`config.mk`:
```
export PLATFORM = sky130hd
export DESIGN_NAME = ssp_sync_serial
export DESIGN_NICKNAME = d
export VERILOG_FILES = /design/src/ssp_pkg.sv /design/src/ssp_buf_if.sv /design/src/ssp_data_buffer.sv /design/src/ssp_clock_gen.sv /design/src/ssp_sync_serial.sv
export VERILOG_INCLUDE_DIRS = /design/src
export SDC_FILE = /design/constraint.sdc
export NUM_CORES = 1
export LEC_CHECK = 0
export BUFFER_PORTS_ARGS = -buffer_cell sky130_fd_sc_hd__buf_2
export CAP_MARGIN = 20
export CORE_MARGIN = 4
export CORE_UTILIZATION = 45
export DETAILED_ROUTE_END_ITERATION = 10
export PLACE_DENSITY = 0.73
export RECOVER_POWER = 25
export SETUP_SLACK_MARGIN = 0.1
export SLEW_MARGIN = 20
export SYNTH_ARGS = -nofsm -noshare
export SYNTH_HDL_FRONTEND = slang
export SYNTH_SLANG_ARGS = --single-unit
```
`constraint.sdc`:
```
create_clock -name ref_clk -period 9.6 [get_ports ref_clk]
set_input_delay 1.92 -clock ref_clk [delete_from_list [all_inputs] [get_ports ref_clk]]
set_output_delay 1.92 -clock ref_clk [all_outputs]
set_load 0.005 [all_outputs]
```
`src/ssp_cfg.svh`:
```
/*
  Register offsets, field positions, reset values and divider counts
  of the synchronous serial port. Assumes a 12-bit byte address space.
*/
`ifndef SSP_CFG_SVH
`define SSP_CFG_SVH
// ----------------------------------------
// register offsets
// ----------------------------------------
`define SSP_ADDR_BUF0 12'hF90
`define SSP_ADDR_MAIN 12'hF98
`define SSP_ADDR_CFG 12'hF99
// ----------------------------------------
// field positions
// ----------------------------------------
`define SSP_START_BIT 7
`define SSP_ABORT_BIT 6
`define SSP_MODE_HI 5
`define SSP_MODE_LO 3
`define SSP_SCK_HI 2
`define SSP_SCK_LO 0
`define SSP_WAIT_HI 4
`define SSP_WAIT_LO 3
`define SSP_COUNT_HI 2
`define SSP_COUNT_LO 0
`define SSP_STAT_XFER 7
`define SSP_STAT_SHIFT 6
// ----------------------------------------
// reset values
// ----------------------------------------
`define SSP_MAIN_RST 8'h00
`define SSP_CFG_RST 8'h00
// ----------------------------------------
// serial clock half periods in ref_clk cycles; frame gap unit in serial clock half periods
// ----------------------------------------
`define SSP_HALF_SEL0 13'h1000
`define SSP_HALF_SEL1 13'h0080
`define SSP_HALF_SEL2 13'h0040
`define SSP_HALF_SEL3 13'h0020
`define SSP_HALF_SEL4 13'h0010
`define SSP_HALF_SEL5 13'h0008
`define SSP_SLOW_HALF_DEF 4096
`define SSP_GAP_UNIT 7'h10
`endif

```
`src/ssp_pkg.sv`:
```
/*
  Types of the synchronous serial port.
  Assumes ssp_cfg.svh carries all numeric constants.
*/
package ssp_pkg;
  typedef logic [11:0] ssp_addr_t;
  typedef logic [7:0] ssp_byte_t;
  typedef enum logic [2:0] {
    SSP_TX8 = 3'b000,
    SSP_TX4 = 3'b010,
    SSP_TXRX8 = 3'b100,
    SSP_RX8 = 3'b101,
    SSP_RX4 = 3'b110
  } ssp_mode_e;
  typedef enum logic [2:0] {
    SSP_CLK_SLOW = 3'b000,
    SSP_CLK_RSVD = 3'b110,
    SSP_CLK_EXT = 3'b111
  } ssp_clk_e;
  typedef enum logic [1:0] {
    SSP_IDLE = 2'b00,
    SSP_SHIFT = 2'b01,
    SSP_GAP = 2'b10,
    SSP_HOLD = 2'b11
  } ssp_state_e;
endpackage

```
`src/ssp_buf_if.sv`:
```
/*
  Interface between the serial core and its eight-entry data buffer.
  Assumes one clock; read data are combinational.
*/
interface ssp_buf_if;
  logic swWr;
  logic [2:0] swIdx;
  logic [7:0] swWdata;
  logic [7:0] swRdata;
  logic coreWr;
  logic [2:0] coreIdx;
  logic [7:0] coreWdata;
  logic [7:0] coreRdata;
  modport core (output swWr, swIdx, swWdata, coreWr, coreIdx, coreWdata,
                input swRdata, coreRdata);
  modport store (input swWr, swIdx, swWdata, coreWr, coreIdx, coreWdata,
                 output swRdata, coreRdata);
endinterface

```
`src/ssp_data_buffer.sv`:
```
/*
  Eight-entry data buffer, flip-flop storage addressed by index.
  Assumes software and core never write the same cycle in normal use.
*/
module ssp_data_buffer (
  input wire logic ref_clk,
  input wire logic rst,
  ssp_buf_if.store bus
);
  import ssp_pkg::*;
  ssp_byte_t entry [8];

  assign bus.swRdata = entry[bus.swIdx];
  assign bus.coreRdata = entry[bus.coreIdx];

  // software write wins a collision: the core word is then stale anyway
  for (genvar i = 0; i < 8; i++) begin : gEntry
    always_ff @(posedge ref_clk or posedge rst) begin
      if (rst) begin
        entry[i] <= 8'h00;
      end else if (bus.swWr && bus.swIdx == i) begin
        entry[i] <= bus.swWdata;
      end else if (bus.coreWr && bus.coreIdx == i) begin
        entry[i] <= bus.coreWdata;
      end
    end
  end
endmodule

```
`src/ssp_clock_gen.sv`:
```
/*
  Internal serial clock divider: one tick per half period.
  Assumes run drops whenever the clock must stand still.
*/
`include "ssp_cfg.svh"
module ssp_clock_gen #(
  parameter int SLOW_HALF = `SSP_SLOW_HALF_DEF
) (
  input wire logic ref_clk,
  input wire logic rst,
  input wire logic run,
  input wire logic [2:0] clkSel,
  input wire logic altSel,
  input wire logic slowMode,
  output logic tick
);
  import ssp_pkg::*;
  logic [12:0] count;
  wire [12:0] half;

  function automatic logic [12:0] halfOf(input logic [2:0] s, input logic alt,
                                         input logic slow);
    halfOf = `SSP_HALF_SEL0;
    case (s)
      3'b000: halfOf = (alt || slow) ? 13'(SLOW_HALF) : `SSP_HALF_SEL0;
      3'b001: halfOf = `SSP_HALF_SEL1;
      3'b010: halfOf = `SSP_HALF_SEL2;
      3'b011: halfOf = `SSP_HALF_SEL3;
      3'b100: halfOf = `SSP_HALF_SEL4;
      3'b101: halfOf = `SSP_HALF_SEL5;
      default: halfOf = `SSP_HALF_SEL0;
    endcase
  endfunction

  assign half = halfOf(clkSel, altSel, slowMode);

  always_ff @(posedge ref_clk or posedge rst) begin
    if (rst) begin
      count <= 13'h0000;
      tick <= 1'b0;
    end else begin
      tick <= run && (count == half - 13'h0001);
      count <= (!run || count == half - 13'h0001) ? 13'h0000 : count + 13'h0001;
    end
  end
endmodule

```
`src/ssp_sync_serial.sv`:
```
/*
  Synchronous serial port: register slave, shift engine with buffer
  sequencing, automatic wait and completion pulse.
  Assumes a single-cycle register port and an outside peripheral on
  the serial clock and data pins.
*/
`include "ssp_cfg.svh"
// Function
// - 3-bit word count, 000 one word up to 111 eight words.
// - 4-bit transfers use low nibble; received upper nibble is zero.
// - transmit and receive walk the buffer upward from entry zero.
// - programmed word count is kept after a transfer ends.
// - status bit 7 shows transfer active, bit 6 shift active.
// - transfer flag clears at stop completion, or at once on abort.
// - internal clock drives the clock pin, high at transfer start.
// - clock select picks divider rates, reserved code, or external clock.
// - internal clock stops until software services the buffer.
// - transmit data change on the falling clock pin edge.
// - receive data are sampled on the rising clock pin edge.
// - each word goes least significant bit first.
// - completion interrupt after the programmed number of words.
// - word count may change during automatic wait without stopping.
// - mode codes 000,010,100,101,110 are legal; others reserved.
// - start bit runs and stops; abort ends and clears itself.
module ssp_sync_serial #(
  parameter int SLOW_HALF = `SSP_SLOW_HALF_DEF
) (
  input wire logic ref_clk,
  input wire logic rst,
  input wire ssp_pkg::ssp_addr_t regAddr,
  input wire ssp_pkg::ssp_byte_t regWdata,
  input wire logic regWr,
  input wire logic regRd,
  output ssp_pkg::ssp_byte_t regRdata,
  input wire logic dividerAltSelect,
  input wire logic slowMode,
  input wire logic sckIn,
  input wire logic serialIn,
  output logic sckOut,
  output logic sckOe,
  output logic serialOut,
  output logic serialDoneInterrupt
);
  import ssp_pkg::*;

  // ----------------------------------------
  // state
  // ----------------------------------------
  logic startBit;
  logic abortBit;
  logic [2:0] mode;
  logic [2:0] clkSel;
  logic [2:0] wordCount;
  logic [2:0] wordIdx;
  logic [1:0] waitCode;
  ssp_state_e state;
  ssp_state_e next_state;
  logic [3:0] bitCnt;
  logic [3:0] next_bitCnt;
  logic [7:0] txShift;
  logic [7:0] next_txShift;
  logic [7:0] rxShift;
  logic [7:0] next_rxShift;
  logic [6:0] gapCnt;
  logic [6:0] next_gapCnt;
  logic [2:0] next_wordIdx;
  logic xferActive;
  logic next_xferActive;
  logic shiftActive;
  logic serviced;
  logic next_serviced;
  logic next_sckOut;
  logic next_serialOut;
  logic next_irq;
  logic hwClearStart;
  logic hwClearAbort;
  logic coreWr;
  logic [7:0] coreWdata;
  logic [7:0] cur;
  logic [7:0] newRx;
  logic consume;
  logic sck1;
  logic sck2;
  logic sckPrev;
  logic si1;
  logic si2;
  logic tick;
  logic extClk;

  ssp_buf_if bufBus ();

  ssp_data_buffer uBuf (
    .ref_clk(ref_clk),
    .rst(rst),
    .bus(bufBus)
  );

  ssp_clock_gen #(.SLOW_HALF(SLOW_HALF)) uClk (
    .ref_clk(ref_clk),
    .rst(rst),
    .run((state == SSP_SHIFT || state == SSP_GAP) && !extClk),
    .clkSel(clkSel),
    .altSel(dividerAltSelect),
    .slowMode(slowMode),
    .tick(tick)
  );

  // ----------------------------------------
  // decode
  // ----------------------------------------
  function automatic logic inBuf(input ssp_addr_t a);
    inBuf = (a[11:3] == 9'(`SSP_ADDR_BUF0 >> 3));
  endfunction

  wire mainWr = regWr && regAddr == `SSP_ADDR_MAIN;
  wire cfgWr = regWr && regAddr == `SSP_ADDR_CFG;
  wire bufWr = regWr && inBuf(regAddr);
  wire bufRd = regRd && inBuf(regAddr);
  wire modeLegal = mode == SSP_TX8 || mode == SSP_TX4 || mode == SSP_TXRX8 ||
                   mode == SSP_RX8 || mode == SSP_RX4;
  wire isTx = mode == SSP_TX8 || mode == SSP_TX4 || mode == SSP_TXRX8;
  wire isRx = mode == SSP_TXRX8 || mode == SSP_RX8 || mode == SSP_RX4;
  wire is4 = mode == SSP_TX4 || mode == SSP_RX4;
  assign extClk = clkSel == SSP_CLK_EXT;
  wire clkLegal = clkSel != SSP_CLK_RSVD;
  wire [3:0] lastBit = is4 ? 4'h3 : 4'h7;
  // transmit-capable modes are serviced by a write, receive-only by a read
  wire svcEv = isTx ? bufWr : bufRd;
  wire inShift = state == SSP_SHIFT;
  wire fallEv = inShift && (extClk ? (sckPrev && !sck2) : (tick && sckOut));
  wire riseEv = inShift && (extClk ? (!sckPrev && sck2) : (tick && !sckOut));
  wire wordDone = riseEv && bitCnt == lastBit;
  wire lastWord = wordIdx == wordCount;
  // frame wait only shapes an internal clock
  wire needGap = waitCode != 2'b00 && !extClk;
  wire [6:0] gapLoad = waitCode == 2'b01 ? `SSP_GAP_UNIT :
                       waitCode == 2'b10 ? 7'(3 * `SSP_GAP_UNIT) :
                       7'(7 * `SSP_GAP_UNIT);
  ssp_state_e resumeState;
  assign resumeState = needGap ? SSP_GAP : SSP_SHIFT;
  wire [7:0] statusByte = {xferActive, shiftActive, 6'h00};
  wire [7:0] readMux = inBuf(regAddr) ? bufBus.swRdata :
                       regAddr == `SSP_ADDR_CFG ? statusByte : 8'h00;

  assign bufBus.swWr = bufWr;
  assign bufBus.swIdx = regAddr[2:0];
  assign bufBus.swWdata = regWdata;
  assign bufBus.coreWr = coreWr;
  assign bufBus.coreIdx = wordIdx;
  assign bufBus.coreWdata = coreWdata;

  // ----------------------------------------
  // sequencer
  // ----------------------------------------
  always_comb begin
    next_state = state;
    next_bitCnt = bitCnt;
    next_txShift = txShift;
    next_rxShift = rxShift;
    next_gapCnt = gapCnt;
    next_wordIdx = wordIdx;
    next_xferActive = xferActive;
    next_sckOut = sckOut;
    next_serialOut = serialOut;
    next_irq = 1'b0;
    hwClearStart = 1'b0;
    hwClearAbort = 1'b0;
    coreWr = 1'b0;
    consume = 1'b0;
    cur = (bitCnt == 4'h0) ? bufBus.coreRdata : txShift;
    newRx = {si2, rxShift[7:1]};
    // a 4-bit word lands in the upper nibble of the shifter
    coreWdata = is4 ? {4'h0, newRx[7:4]} : newRx;
    if (abortBit) begin
      next_state = SSP_IDLE;
      next_xferActive = 1'b0;
      next_sckOut = 1'b1;
      next_bitCnt = 4'h0;
      hwClearAbort = 1'b1;
    end else begin
      unique case (state)
        SSP_IDLE: begin
          if (startBit && modeLegal && clkLegal) begin
            next_state = SSP_SHIFT;
            next_xferActive = 1'b1;
            next_sckOut = 1'b1;
            next_wordIdx = 3'h0;
            next_bitCnt = 4'h0;
          end
        end
        SSP_SHIFT: begin
          if (fallEv) begin
            // an outside clock leaves the pin latch high
            next_sckOut = extClk;
            next_serialOut = isTx ? cur[0] : 1'b1;
            next_txShift = {1'b0, cur[7:1]};
          end
          if (riseEv) begin
            next_sckOut = 1'b1;
            next_rxShift = newRx;
            next_bitCnt = bitCnt + 4'h1;
          end
          if (wordDone) begin
            next_bitCnt = 4'h0;
            coreWr = isRx;
            next_gapCnt = gapLoad;
            if (!startBit) begin
              next_state = SSP_IDLE;
              next_xferActive = 1'b0;
            end else if (lastWord) begin
              next_irq = 1'b1;
              if (serviced || svcEv) begin
                consume = 1'b1;
                next_wordIdx = 3'h0;
                next_state = resumeState;
              end else if (extClk) begin
                // nothing to hand over: an outside clock cannot be held
                next_state = SSP_IDLE;
                next_xferActive = 1'b0;
                hwClearStart = 1'b1;
              end else begin
                next_state = SSP_HOLD;
              end
            end else begin
              next_wordIdx = wordIdx + 3'h1;
              next_state = resumeState;
            end
          end
        end
        SSP_GAP: begin
          if (tick) begin
            next_gapCnt = gapCnt - 7'h01;
            if (gapCnt == 7'h01) begin
              next_state = SSP_SHIFT;
            end
          end
        end
        SSP_HOLD: begin
          // live count is read on resume, so a rewrite here takes effect
          if (!startBit) begin
            next_state = SSP_IDLE;
            next_xferActive = 1'b0;
          end else if (svcEv) begin
            consume = 1'b1;
            next_wordIdx = 3'h0;
            next_gapCnt = gapLoad;
            next_state = resumeState;
          end
        end
      endcase
    end
    // a service event landing with the consume is kept for the next block
    next_serviced = consume ? (serviced && svcEv) : (serviced || svcEv);
    if (next_state == SSP_IDLE) begin
      next_serviced = 1'b0;
    end
  end

  // ----------------------------------------
  // registers
  // ----------------------------------------
  always_ff @(posedge ref_clk or posedge rst) begin
    if (rst) begin
      startBit <= 1'(`SSP_MAIN_RST >> `SSP_START_BIT);
      abortBit <= 1'b0;
      mode <= 3'h0;
      clkSel <= 3'h0;
    end else if (mainWr) begin
      startBit <= regWdata[`SSP_START_BIT];
      abortBit <= regWdata[`SSP_ABORT_BIT];
      mode <= regWdata[`SSP_MODE_HI:`SSP_MODE_LO];
      clkSel <= regWdata[`SSP_SCK_HI:`SSP_SCK_LO];
    end else begin
      startBit <= startBit && !hwClearStart;
      abortBit <= abortBit && !hwClearAbort;
    end
  end

  // count is only ever changed by software
  always_ff @(posedge ref_clk or posedge rst) begin
    if (rst) begin
      waitCode <= 2'h0;
      wordCount <= 3'h0;
    end else if (cfgWr) begin
      waitCode <= regWdata[`SSP_WAIT_HI:`SSP_WAIT_LO];
      wordCount <= regWdata[`SSP_COUNT_HI:`SSP_COUNT_LO];
    end
  end

  // pins are asynchronous to ref_clk
  always_ff @(posedge ref_clk or posedge rst) begin
    if (rst) begin
      sck1 <= 1'b1;
      sck2 <= 1'b1;
      sckPrev <= 1'b1;
      si1 <= 1'b0;
      si2 <= 1'b0;
    end else begin
      sck1 <= sckIn;
      sck2 <= sck1;
      sckPrev <= sck2;
      si1 <= serialIn;
      si2 <= si1;
    end
  end

  always_ff @(posedge ref_clk or posedge rst) begin
    if (rst) begin
      state <= SSP_IDLE;
      bitCnt <= 4'h0;
      txShift <= 8'h00;
      rxShift <= 8'h00;
      gapCnt <= 7'h00;
      wordIdx <= 3'h0;
      xferActive <= 1'b0;
      shiftActive <= 1'b0;
      serviced <= 1'b0;
    end else begin
      state <= next_state;
      bitCnt <= next_bitCnt;
      txShift <= next_txShift;
      rxShift <= next_rxShift;
      gapCnt <= next_gapCnt;
      wordIdx <= next_wordIdx;
      xferActive <= next_xferActive;
      shiftActive <= next_state == SSP_SHIFT;
      serviced <= next_serviced;
    end
  end

  always_ff @(posedge ref_clk or posedge rst) begin
    if (rst) begin
      sckOut <= 1'b1;
      sckOe <= 1'b0;
      serialOut <= 1'b1;
      serialDoneInterrupt <= 1'b0;
      regRdata <= 8'h00;
    end else begin
      sckOut <= next_sckOut;
      sckOe <= !extClk && clkLegal;
      serialOut <= next_serialOut;
      serialDoneInterrupt <= next_irq;
      regRdata <= regRd ? readMux : 8'h00;
    end
  end
endmodule

```
# Word-level counts from Yosys, hierarchy flattened
# Index checks and enable logic that the tools add are counted.
[classes]
n_addsub = 5
magnitude_cmp = 2
eq_ne = 53
n_mux = 108
n_bitwise = 3
n_reduce_logical = 79
[ops]
columns = ["op", "count"]
rows = [
  ["two-way mux 8 bit", 25],
  ["case mux 13 bit (5 select lines)", 1],
  ["binary-select mux 8 bit (select 3 bit)", 2],
  ["equality test 3 bit, second input constant", 14],
  ["two-way mux 1 bit", 42],
  ["two-way mux 7 bit", 6],
  ["logical AND 1 bit", 36],
  ["equality test 12 bit, second input constant", 2],
  ["two-way mux 2 bit", 12],
  ["two-way mux 3 bit", 8],
  ["equality test 3 x 2 -> 1 bit, second input constant", 7],
  ["case mux 7 bit (3 select lines)", 1],
  ["nonzero test 2 bit", 9],
  ["two-way mux 4 bit", 4],
  ["adder 13 x 1 -> 13 bit, second input constant", 1],
  ["equality test 13 bit", 1],
  ["two-way mux 13 bit", 1],
  ["subtractor 13 x 1 -> 13 bit, second input constant", 1],
  ["AND reduction 3 bit", 4],
  ["logical OR 1 bit", 10],
  ["equality test 3 x 1 -> 1 bit, second input constant", 3],
  ["equality test 9 bit, second input constant", 1],
  ["zero test 3 bit", 3],
  ["inequality test 3 bit, second input constant", 3],
  ["30 further kinds", 53],
]
[totals]
register_bits = 142
inputBits = 28
out_inout_bits = 12

# Logic depth before layout (Yosys ltp)
[depth]
ltp_word = 14
ltp_mapped = 13
depth_no_buf = 11

# Cells and area by module
# Synthesis repeated with hierarchy kept, for this count alone.
[unflattened]
cells_unflattened = 806
area_unflattened_um2 = 8443.1
[by_module_without_submodules]
columns = ["module", "n_inst", "cells_each", "area_per_inst_um2", "seq_area_each_um2"]
rows = [
  ["ssp_data_buffer", 1, 364, 4110.2, 1601.5],
  ["ssp_sync_serial", 1, 334, 3388.2, 1582.8],
  ["ssp_clock_gen", 1, 108, 944.7, 350.3],
]

# Least setup slack after synthesis
# Ideal clock, no wire load.
[synth_path]
kind = "input-to-reg"
startpoint = "input port regAddr[5]"
endpoint = "register serviced"
setup_time_ps = 80
arrival_ps = 3527
t_required_ps = 9520
path_slack_ps = 5993
cell_stages = 7
path_buffers = 0
cell_sequence = "nor4bb_1 nand3_1 nor2_1 nand2_1 a2111oi_0 or3_1 a2bb2oi_1"
[synth_between]
elab_chain_len = 12
[synth_lines]
columns = ["item", "line_no", "text"]
rows = [
  ["start, declared", "ssp_sync_serial.sv:30", "input wire ssp_pkg::ssp_addr_t regAddr,"],
  ["equality test 9 bit *", "ssp_sync_serial.sv:112", "inBuf = (a[11:3] == 9'(`SSP_ADDR_BUF0 >> 3));"],
  ["logical AND 1 bit, on equally long branches", "ssp_sync_serial.sv:118, ssp_sync_serial.sv:117", ""],
  ["two-way mux 1 bit *", "ssp_sync_serial.sv:128", "wire svcEv = isTx ? bufWr : bufRd;"],
  ["logical OR 1 bit", "ssp_sync_serial.sv:212", "if (serviced || svcEv) begin"],
  ["two-way mux 2 bit", "ssp_sync_serial.sv:212", ""],
  ["two-way mux 2 bit", "ssp_sync_serial.sv:210", "end else if (lastWord) begin"],
  ["two-way mux 2 bit", "ssp_sync_serial.sv:207", "if (!startBit) begin"],
  ["two-way mux 2 bit", "ssp_sync_serial.sv:203", "if (wordDone) begin"],
  ["case mux 2 bit (4 select lines) *", "ssp_sync_serial.sv:181", "unique case (state)"],
  ["two-way mux 2 bit *", "ssp_sync_serial.sv:174", "if (abortBit) begin"],
  ["named net next_state[1]", "ssp_sync_serial.sv:57", "ssp_state_e next_state;"],
  ["zero test 2 bit *", "ssp_sync_serial.sv:254", "if (next_state == SSP_IDLE) begin"],
  ["two-way mux 1 bit *", "ssp_sync_serial.sv:254", ""],
  ["named net next_serviced", "ssp_sync_serial.sv:71", "logic next_serviced;"],
  ["end signal, assigned", "ssp_sync_serial.sv:327", "serviced <= next_serviced;"],
  ["end, declared", "ssp_sync_serial.sv:70", "logic serviced;"],
]
# The timed path passes the listed nets; every way through them passes the cells marked *.
# A chain may end at the register's enable or synchronous reset.

==> flow_results.xml <==
<?xml version="1.0" encoding="UTF-8"?>
<metrics>
  <group name="clock_tree">
    <metric name="ctsHoldBuffers" unit="">0</metric>
    <metric name="post-cts-setup-buffers" unit="">0</metric>
    <metric name="post_cts_resize_count" unit="">0</metric>
    <metric name="cts_buffer_depth" unit="">2</metric>
    <metric name="htreeDepth" unit="">4</metric>
    <metric name="cts_tree" unit="">yes</metric>
    <metric name="root_buffer" unit="">sky130_fd_sc_hd__clkbuf_16</metric>
    <metric name="worstSkewPairLatency" unit="ns">0.43</metric>
    <metric name="cts_inserted_buffers" unit="">17</metric>
    <metric name="clkSinkCount" unit="">141</metric>
    <metric name="clk_pin_slew_worst_paths" unit="ns">0.06</metric>
  </group>
  <group name="routing">
    <metric name="drtAntennaViolNets" unit="">0</metric>
    <metric name="dr.first_iter.drc_count" unit="">890</metric>
    <metric name="routed_wirelength" unit="mm">21.42</metric>
    <metric name="drt-pass1-iter-count" unit="">5</metric>
    <metric name="routed-via-count" unit="">6722</metric>
    <metric name="vias_per_cell" unit="">5.949</metric>
    <metric name="average_routed_wire_per_standard_cell" unit="um">18.96</metric>
    <metric name="remaining_drc_errors" unit="">0</metric>
  </group>
  <group name="logic_synthesis">
    <metric name="mappedNetlistArea" unit="sq um">8223</metric>
    <metric name="async_reset_ff_share" unit="%">100.0</metric>
    <metric name="synth_xor_xnor_area_share" unit="%">2.541</metric>
    <metric name="yosys.area_share.adder" unit="%">3.043</metric>
    <metric name="synth-simple-area-share" unit="%">18.81</metric>
    <metric name="area_fraction_of_the_dominant_cell_type_after_synthesis" unit="%">41.39</metric>
    <metric name="cell_type_contributing_the_most_total_cell_area_after_synthesis" unit="">sky130_fd_sc_hd__dfrtp_1</metric>
    <metric name="postSynthCellCount" unit="">875</metric>
    <metric name="synth_cell_types" unit="">67</metric>
    <metric name="synth_edf_count" unit="">0</metric>
    <metric name="main_combinational_cell_family_by_area_after_synthesis" unit="">simple AND/OR/NAND/NOR gates</metric>
    <metric name="ys_seq_area_share" unit="%">42.99</metric>
    <metric name="synthFlopType" unit="">sky130_fd_sc_hd__dfrtp_1</metric>
    <metric name="post_synth.cell_area_avg" unit="sq um">9.398</metric>
    <metric name="synth_nets" unit="">923</metric>
    <metric name="synth-seq-cells" unit="">141</metric>
    <metric name="ys_top_cells_by_area" unit="">sky130_fd_sc_hd__dfrtp_1, sky130_fd_sc_hd__mux4_2, sky130_fd_sc_hd__nand2_1</metric>
    <metric name="yosys-mux-area-fraction" unit="%">13.76</metric>
    <metric name="synth-warning-count" unit="">0</metric>
    <metric name="area_fraction_in_compound_gates_after_synthesis" unit="%">14.55</metric>
  </group>
  <group name="sta">
    <metric name="totalNegativeSetupSlack" unit="ns">0</metric>
    <metric name="timing.final.max_slew_violations" unit="">69</metric>
    <metric name="worst_clock_skew" unit="ns">0.01202</metric>
    <metric name="final.period_utilization" unit="%">44.72</metric>
    <metric name="final_hold_violations" unit="">0</metric>
    <metric name="tightestPinTransition" unit="ns">3.021</metric>
    <metric name="fmax" unit="GHz">0.2329</metric>
    <metric name="post-route-min-period" unit="ns">4.293</metric>
    <metric name="rsz0062_at_grt" unit="">false</metric>
    <metric name="relSlewSlack" unit="%">-102.5</metric>
    <metric name="setup_violations" unit="">0</metric>
    <metric name="setup_ws" unit="ns">5.307</metric>
  </group>
  <group name="final_layout">
    <metric name="layout-area-overhead-vs-synth" unit="%">10.85</metric>
    <metric name="sequential_cell_area" unit="sq um">3535</metric>
    <metric name="drive_gt1_share" unit="%">15.33</metric>
    <metric name="layout.cells.most_common_list" unit="">sky130_fd_sc_hd__dfrtp_1, sky130_fd_sc_hd__nand2_1, sky130_fd_sc_hd__nor2_1</metric>
    <metric name="layout.nets" unit="">935</metric>
    <metric name="num-fill-cells" unit="">1633</metric>
    <metric name="most_common_cell_after_layout_fill_and_taps_aside" unit="">sky130_fd_sc_hd__dfrtp_1</metric>
    <metric name="multiInputGateArea" unit="sq um">4333</metric>
  </group>
  <group name="worst_setup_path">
    <metric name="critical_path.cell_chain" unit="">buf_2 -&gt; clkinvlp_2 -&gt; buf_4</metric>
    <metric name="worstSetupStartpointType" unit="">input port</metric>
    <metric name="critical-path-slowest-cell" unit="">sky130_fd_sc_hd__clkinvlp_2</metric>
    <metric name="timing.critical_path.slowest_cell_delay" unit="ns">1.67</metric>
    <metric name="critPathMaxFanout" unit="">74</metric>
    <metric name="crit-reg2reg-launch" unit="">clkSel[1]</metric>
    <metric name="critical_path.n_buffers_inverters" unit="">3</metric>
    <metric name="critical_path.endpoint_type" unit="">asynchronous set/reset pin</metric>
    <metric name="cp.required" unit="ns">10.02</metric>
    <metric name="path_class" unit="">in2async</metric>
    <metric name="critical_path.top_delay_family" unit="">buffers and inverters</metric>
    <metric name="timing.critical_path.arrival" unit="ns">4.72</metric>
    <metric name="crit_start" unit="">rst</metric>
  </group>
  <group name="global_routing">
    <metric name="grt_max_degree" unit="">75</metric>
    <metric name="grt.met1_usage" unit="%">31.07</metric>
    <metric name="grt_pass1_vias" unit="">6467</metric>
    <metric name="globalRouteTotalUtil" unit="%">21.99</metric>
    <metric name="number_of_antenna_violations_at_the_first_check_in_global_routing" unit="">1</metric>
    <metric name="globalRouteMet3Util" unit="%">4.521</metric>
    <metric name="grtUsageMet2" unit="%">34.00</metric>
    <metric name="grt_pass1_wl" unit="mm">35.16</metric>
    <metric name="grt-busiest-layer" unit="">met2</metric>
    <metric name="globalRouteOverflowTotal" unit="">0</metric>
  </group>
  <group name="min_path">
    <metric name="holdCritPathClass" unit="">reg2reg</metric>
    <metric name="hp-start" unit="">si1</metric>
  </group>
  <group name="floorplan">
    <metric name="core_region_area" unit="sq um">17960</metric>
    <metric name="chipHeight" unit="um">143.2</metric>
    <metric name="io-pin-count" unit="">40</metric>
    <metric name="effective_utilization_at_floorplan" unit="%">45.78</metric>
    <metric name="floorplan.rows" unit="">49</metric>
    <metric name="die_area" unit="sq um">20500</metric>
    <metric name="chipWidth" unit="um">143.2</metric>
  </group>
  <group name="power_and_ir_drop">
    <metric name="clock_power_share" unit="%">46.8</metric>
    <metric name="p_leak" unit="nW">3.607</metric>
    <metric name="power.sequential.fraction" unit="%">41.6</metric>
    <metric name="powerDensity" unit="nW/um^2">167.4</metric>
    <metric name="internal_power" unit="W">0.001137</metric>
    <metric name="share_comb_of_total_power" unit="%">11.6</metric>
    <metric name="vdd_drop_max" unit="mV">0.1366</metric>
    <metric name="netSwitchingFraction" unit="%">25.47</metric>
    <metric name="switchingPower" unit="W">0.0003887</metric>
  </group>
  <group name="placed_design">
    <metric name="dp_hpwl" unit="mm">15.05</metric>
    <metric name="portBuffers" unit="">37</metric>
    <metric name="pre_cts_ws" unit="ns">5.051</metric>
    <metric name="gp_routability_congestion" unit="">0.9270</metric>
  </group>
  <group name="outcome">
    <metric name="violated_checks" unit="">capacitance limit, slew limit</metric>
    <metric name="run_status" unit="">finished with violations</metric>
  </group>
  <group name="run">
    <metric name="maxCapViolations" unit="">1</metric>
  </group>
</metrics>
[power groups by stage]
stage          sequential [W]  clock (W)  combinational (W)
2_1_floorplan        0.000641          0           0.000130
3_3_place_gp         0.000644          0           0.000171
3_5_place_dp         0.000645          0           0.000175
4_1_cts              0.000635   0.000719           0.000177
5_1_grt              0.000638   0.000744           0.000201
6_report             0.000635   0.000715           0.000177
[synth_stat cells (3+ instances only)]
library cell                 n
sky130_fd_sc_hd__nor3_1     10
sky130_fd_sc_hd__o21ai_1    12
sky130_fd_sc_hd__a31oi_1     4
sky130_fd_sc_hd__ha_1       20
sky130_fd_sc_hd__nor3b_1     3
sky130_fd_sc_hd__buf_4       7
sky130_fd_sc_hd__mux4_2     32
sky130_fd_sc_hd__a211oi_1    3
sky130_fd_sc_hd__buf_1       8
sky130_fd_sc_hd__nand2_1   130
sky130_fd_sc_hd__o22ai_1     4
sky130_fd_sc_hd__dfstp_2     5
sky130_fd_sc_hd__o211ai_1   11
sky130_fd_sc_hd__nor2_1    107
sky130_fd_sc_hd__dfrtp_1   136
sky130_fd_sc_hd__xor2_1     13
sky130_fd_sc_hd__nor2b_1    10
sky130_fd_sc_hd__nand2b_1   10
sky130_fd_sc_hd__o31ai_1     3
sky130_fd_sc_hd__nand3_1    24
sky130_fd_sc_hd__mux2i_1    23
sky130_fd_sc_hd__inv_1      27
sky130_fd_sc_hd__nand4_1     4
sky130_fd_sc_hd__a21oi_1    70
sky130_fd_sc_hd__o21ai_0    78
sky130_fd_sc_hd__clkbuf_1   19
sky130_fd_sc_hd__mux2_2     16
sky130_fd_sc_hd__nand4_2     5
sky130_fd_sc_hd__and3_1      8
sky130_fd_sc_hd__xnor2_1     9
sky130_fd_sc_hd__or3_1       4
sky130_fd_sc_hd__buf_2      11
sky130_fd_sc_hd__nor4_1      4
[state kept, by name (all words and copies together) (netlist names), 2 cells and up]
signal          flops
bitCnt              4
bufBus.coreIdx      3
clkSel              3
gapCnt              7
mode                3
regRdata            8
rxShift             7
state               2
txShift             7
uBuf.entry         64
uClk.count         13
waitCode            2
wordCount           3
[path summary, 6_finish.rpt]
path / endpoint / cells past startpoint / slack, ns
setup reg to reg: uBuf.entry[34] / 7 / 6.42
hold reg to reg: si2 / 0 / 0.36
hold / removal: si2 / 0 / 0.36
max in group ref_clk: uBuf.entry[59] / 7 / 5.39
setup / recovery: uBuf.entry[37] / 3 / 5.31
min in group asynchronous: gapCnt[0] / 2 / 2.34
[cell type report]
| cell class | count | area share, % |
|---|---|---|
| multi-input cells | 658 | 47.54 |
| flip-flops and latches | 141 | 38.78 |
| clock buffers | 23 | 5.244 |
| well taps | 229 | 3.143 |
| repair buffers | 41 | 2.361 |
| clock inverters | 9 | 1.743 |
| inverters | 28 | 1.167 |
| diodes | 1 | 0.02745 |
[per-stage QoR]
| stage | hold WS (ns) | area [sq um] | util, % | instances | power (W) |
|---|---|---|---|---|---|
| after global placement | 0.3331 | 8479 | 47.20 | 1097 | 0.0008153 |
| after floorplan | 0.3312 | 8223 | - | 875 | 0.0007700 |
| after global routing | 0.3646 | 9115 | 50.74 | 1130 | 0.001583 |
| after detailed placement | 0.3472 | 8479 | 47.20 | 1097 | 0.0008202 |
| final | 0.3589 | 9115 | 50.74 | 1130 | 0.001526 |
| after CTS | 0.3556 | 9116 | 50.75 | 1129 | 0.001531 |
[cells by family (layout without fill, tap and decap cells)]
family | count (synthesis) | count (layout)
AND/OR/NAND/NOR | 334 | 334
AO/OA/AOI/OAI | 210 | 210
flip-flops | 141 | 141
buffers and inverters | 76 | 101
multiplexers | 71 | 71
XOR/XNOR | 23 | 23
adder cells (fa/ha/maj) | 20 | 20
other | 0 | 1
[metal layers]
layer | vias to the layer above | share of wire (%)
met3 | 30 | 8.3
li1 | 3119 | -
met1 | 3275 | 44
met5 | - | 0
met4 | 0 | 2.2
met2 | 298 | 46
(Power assumes the default switching activity.)
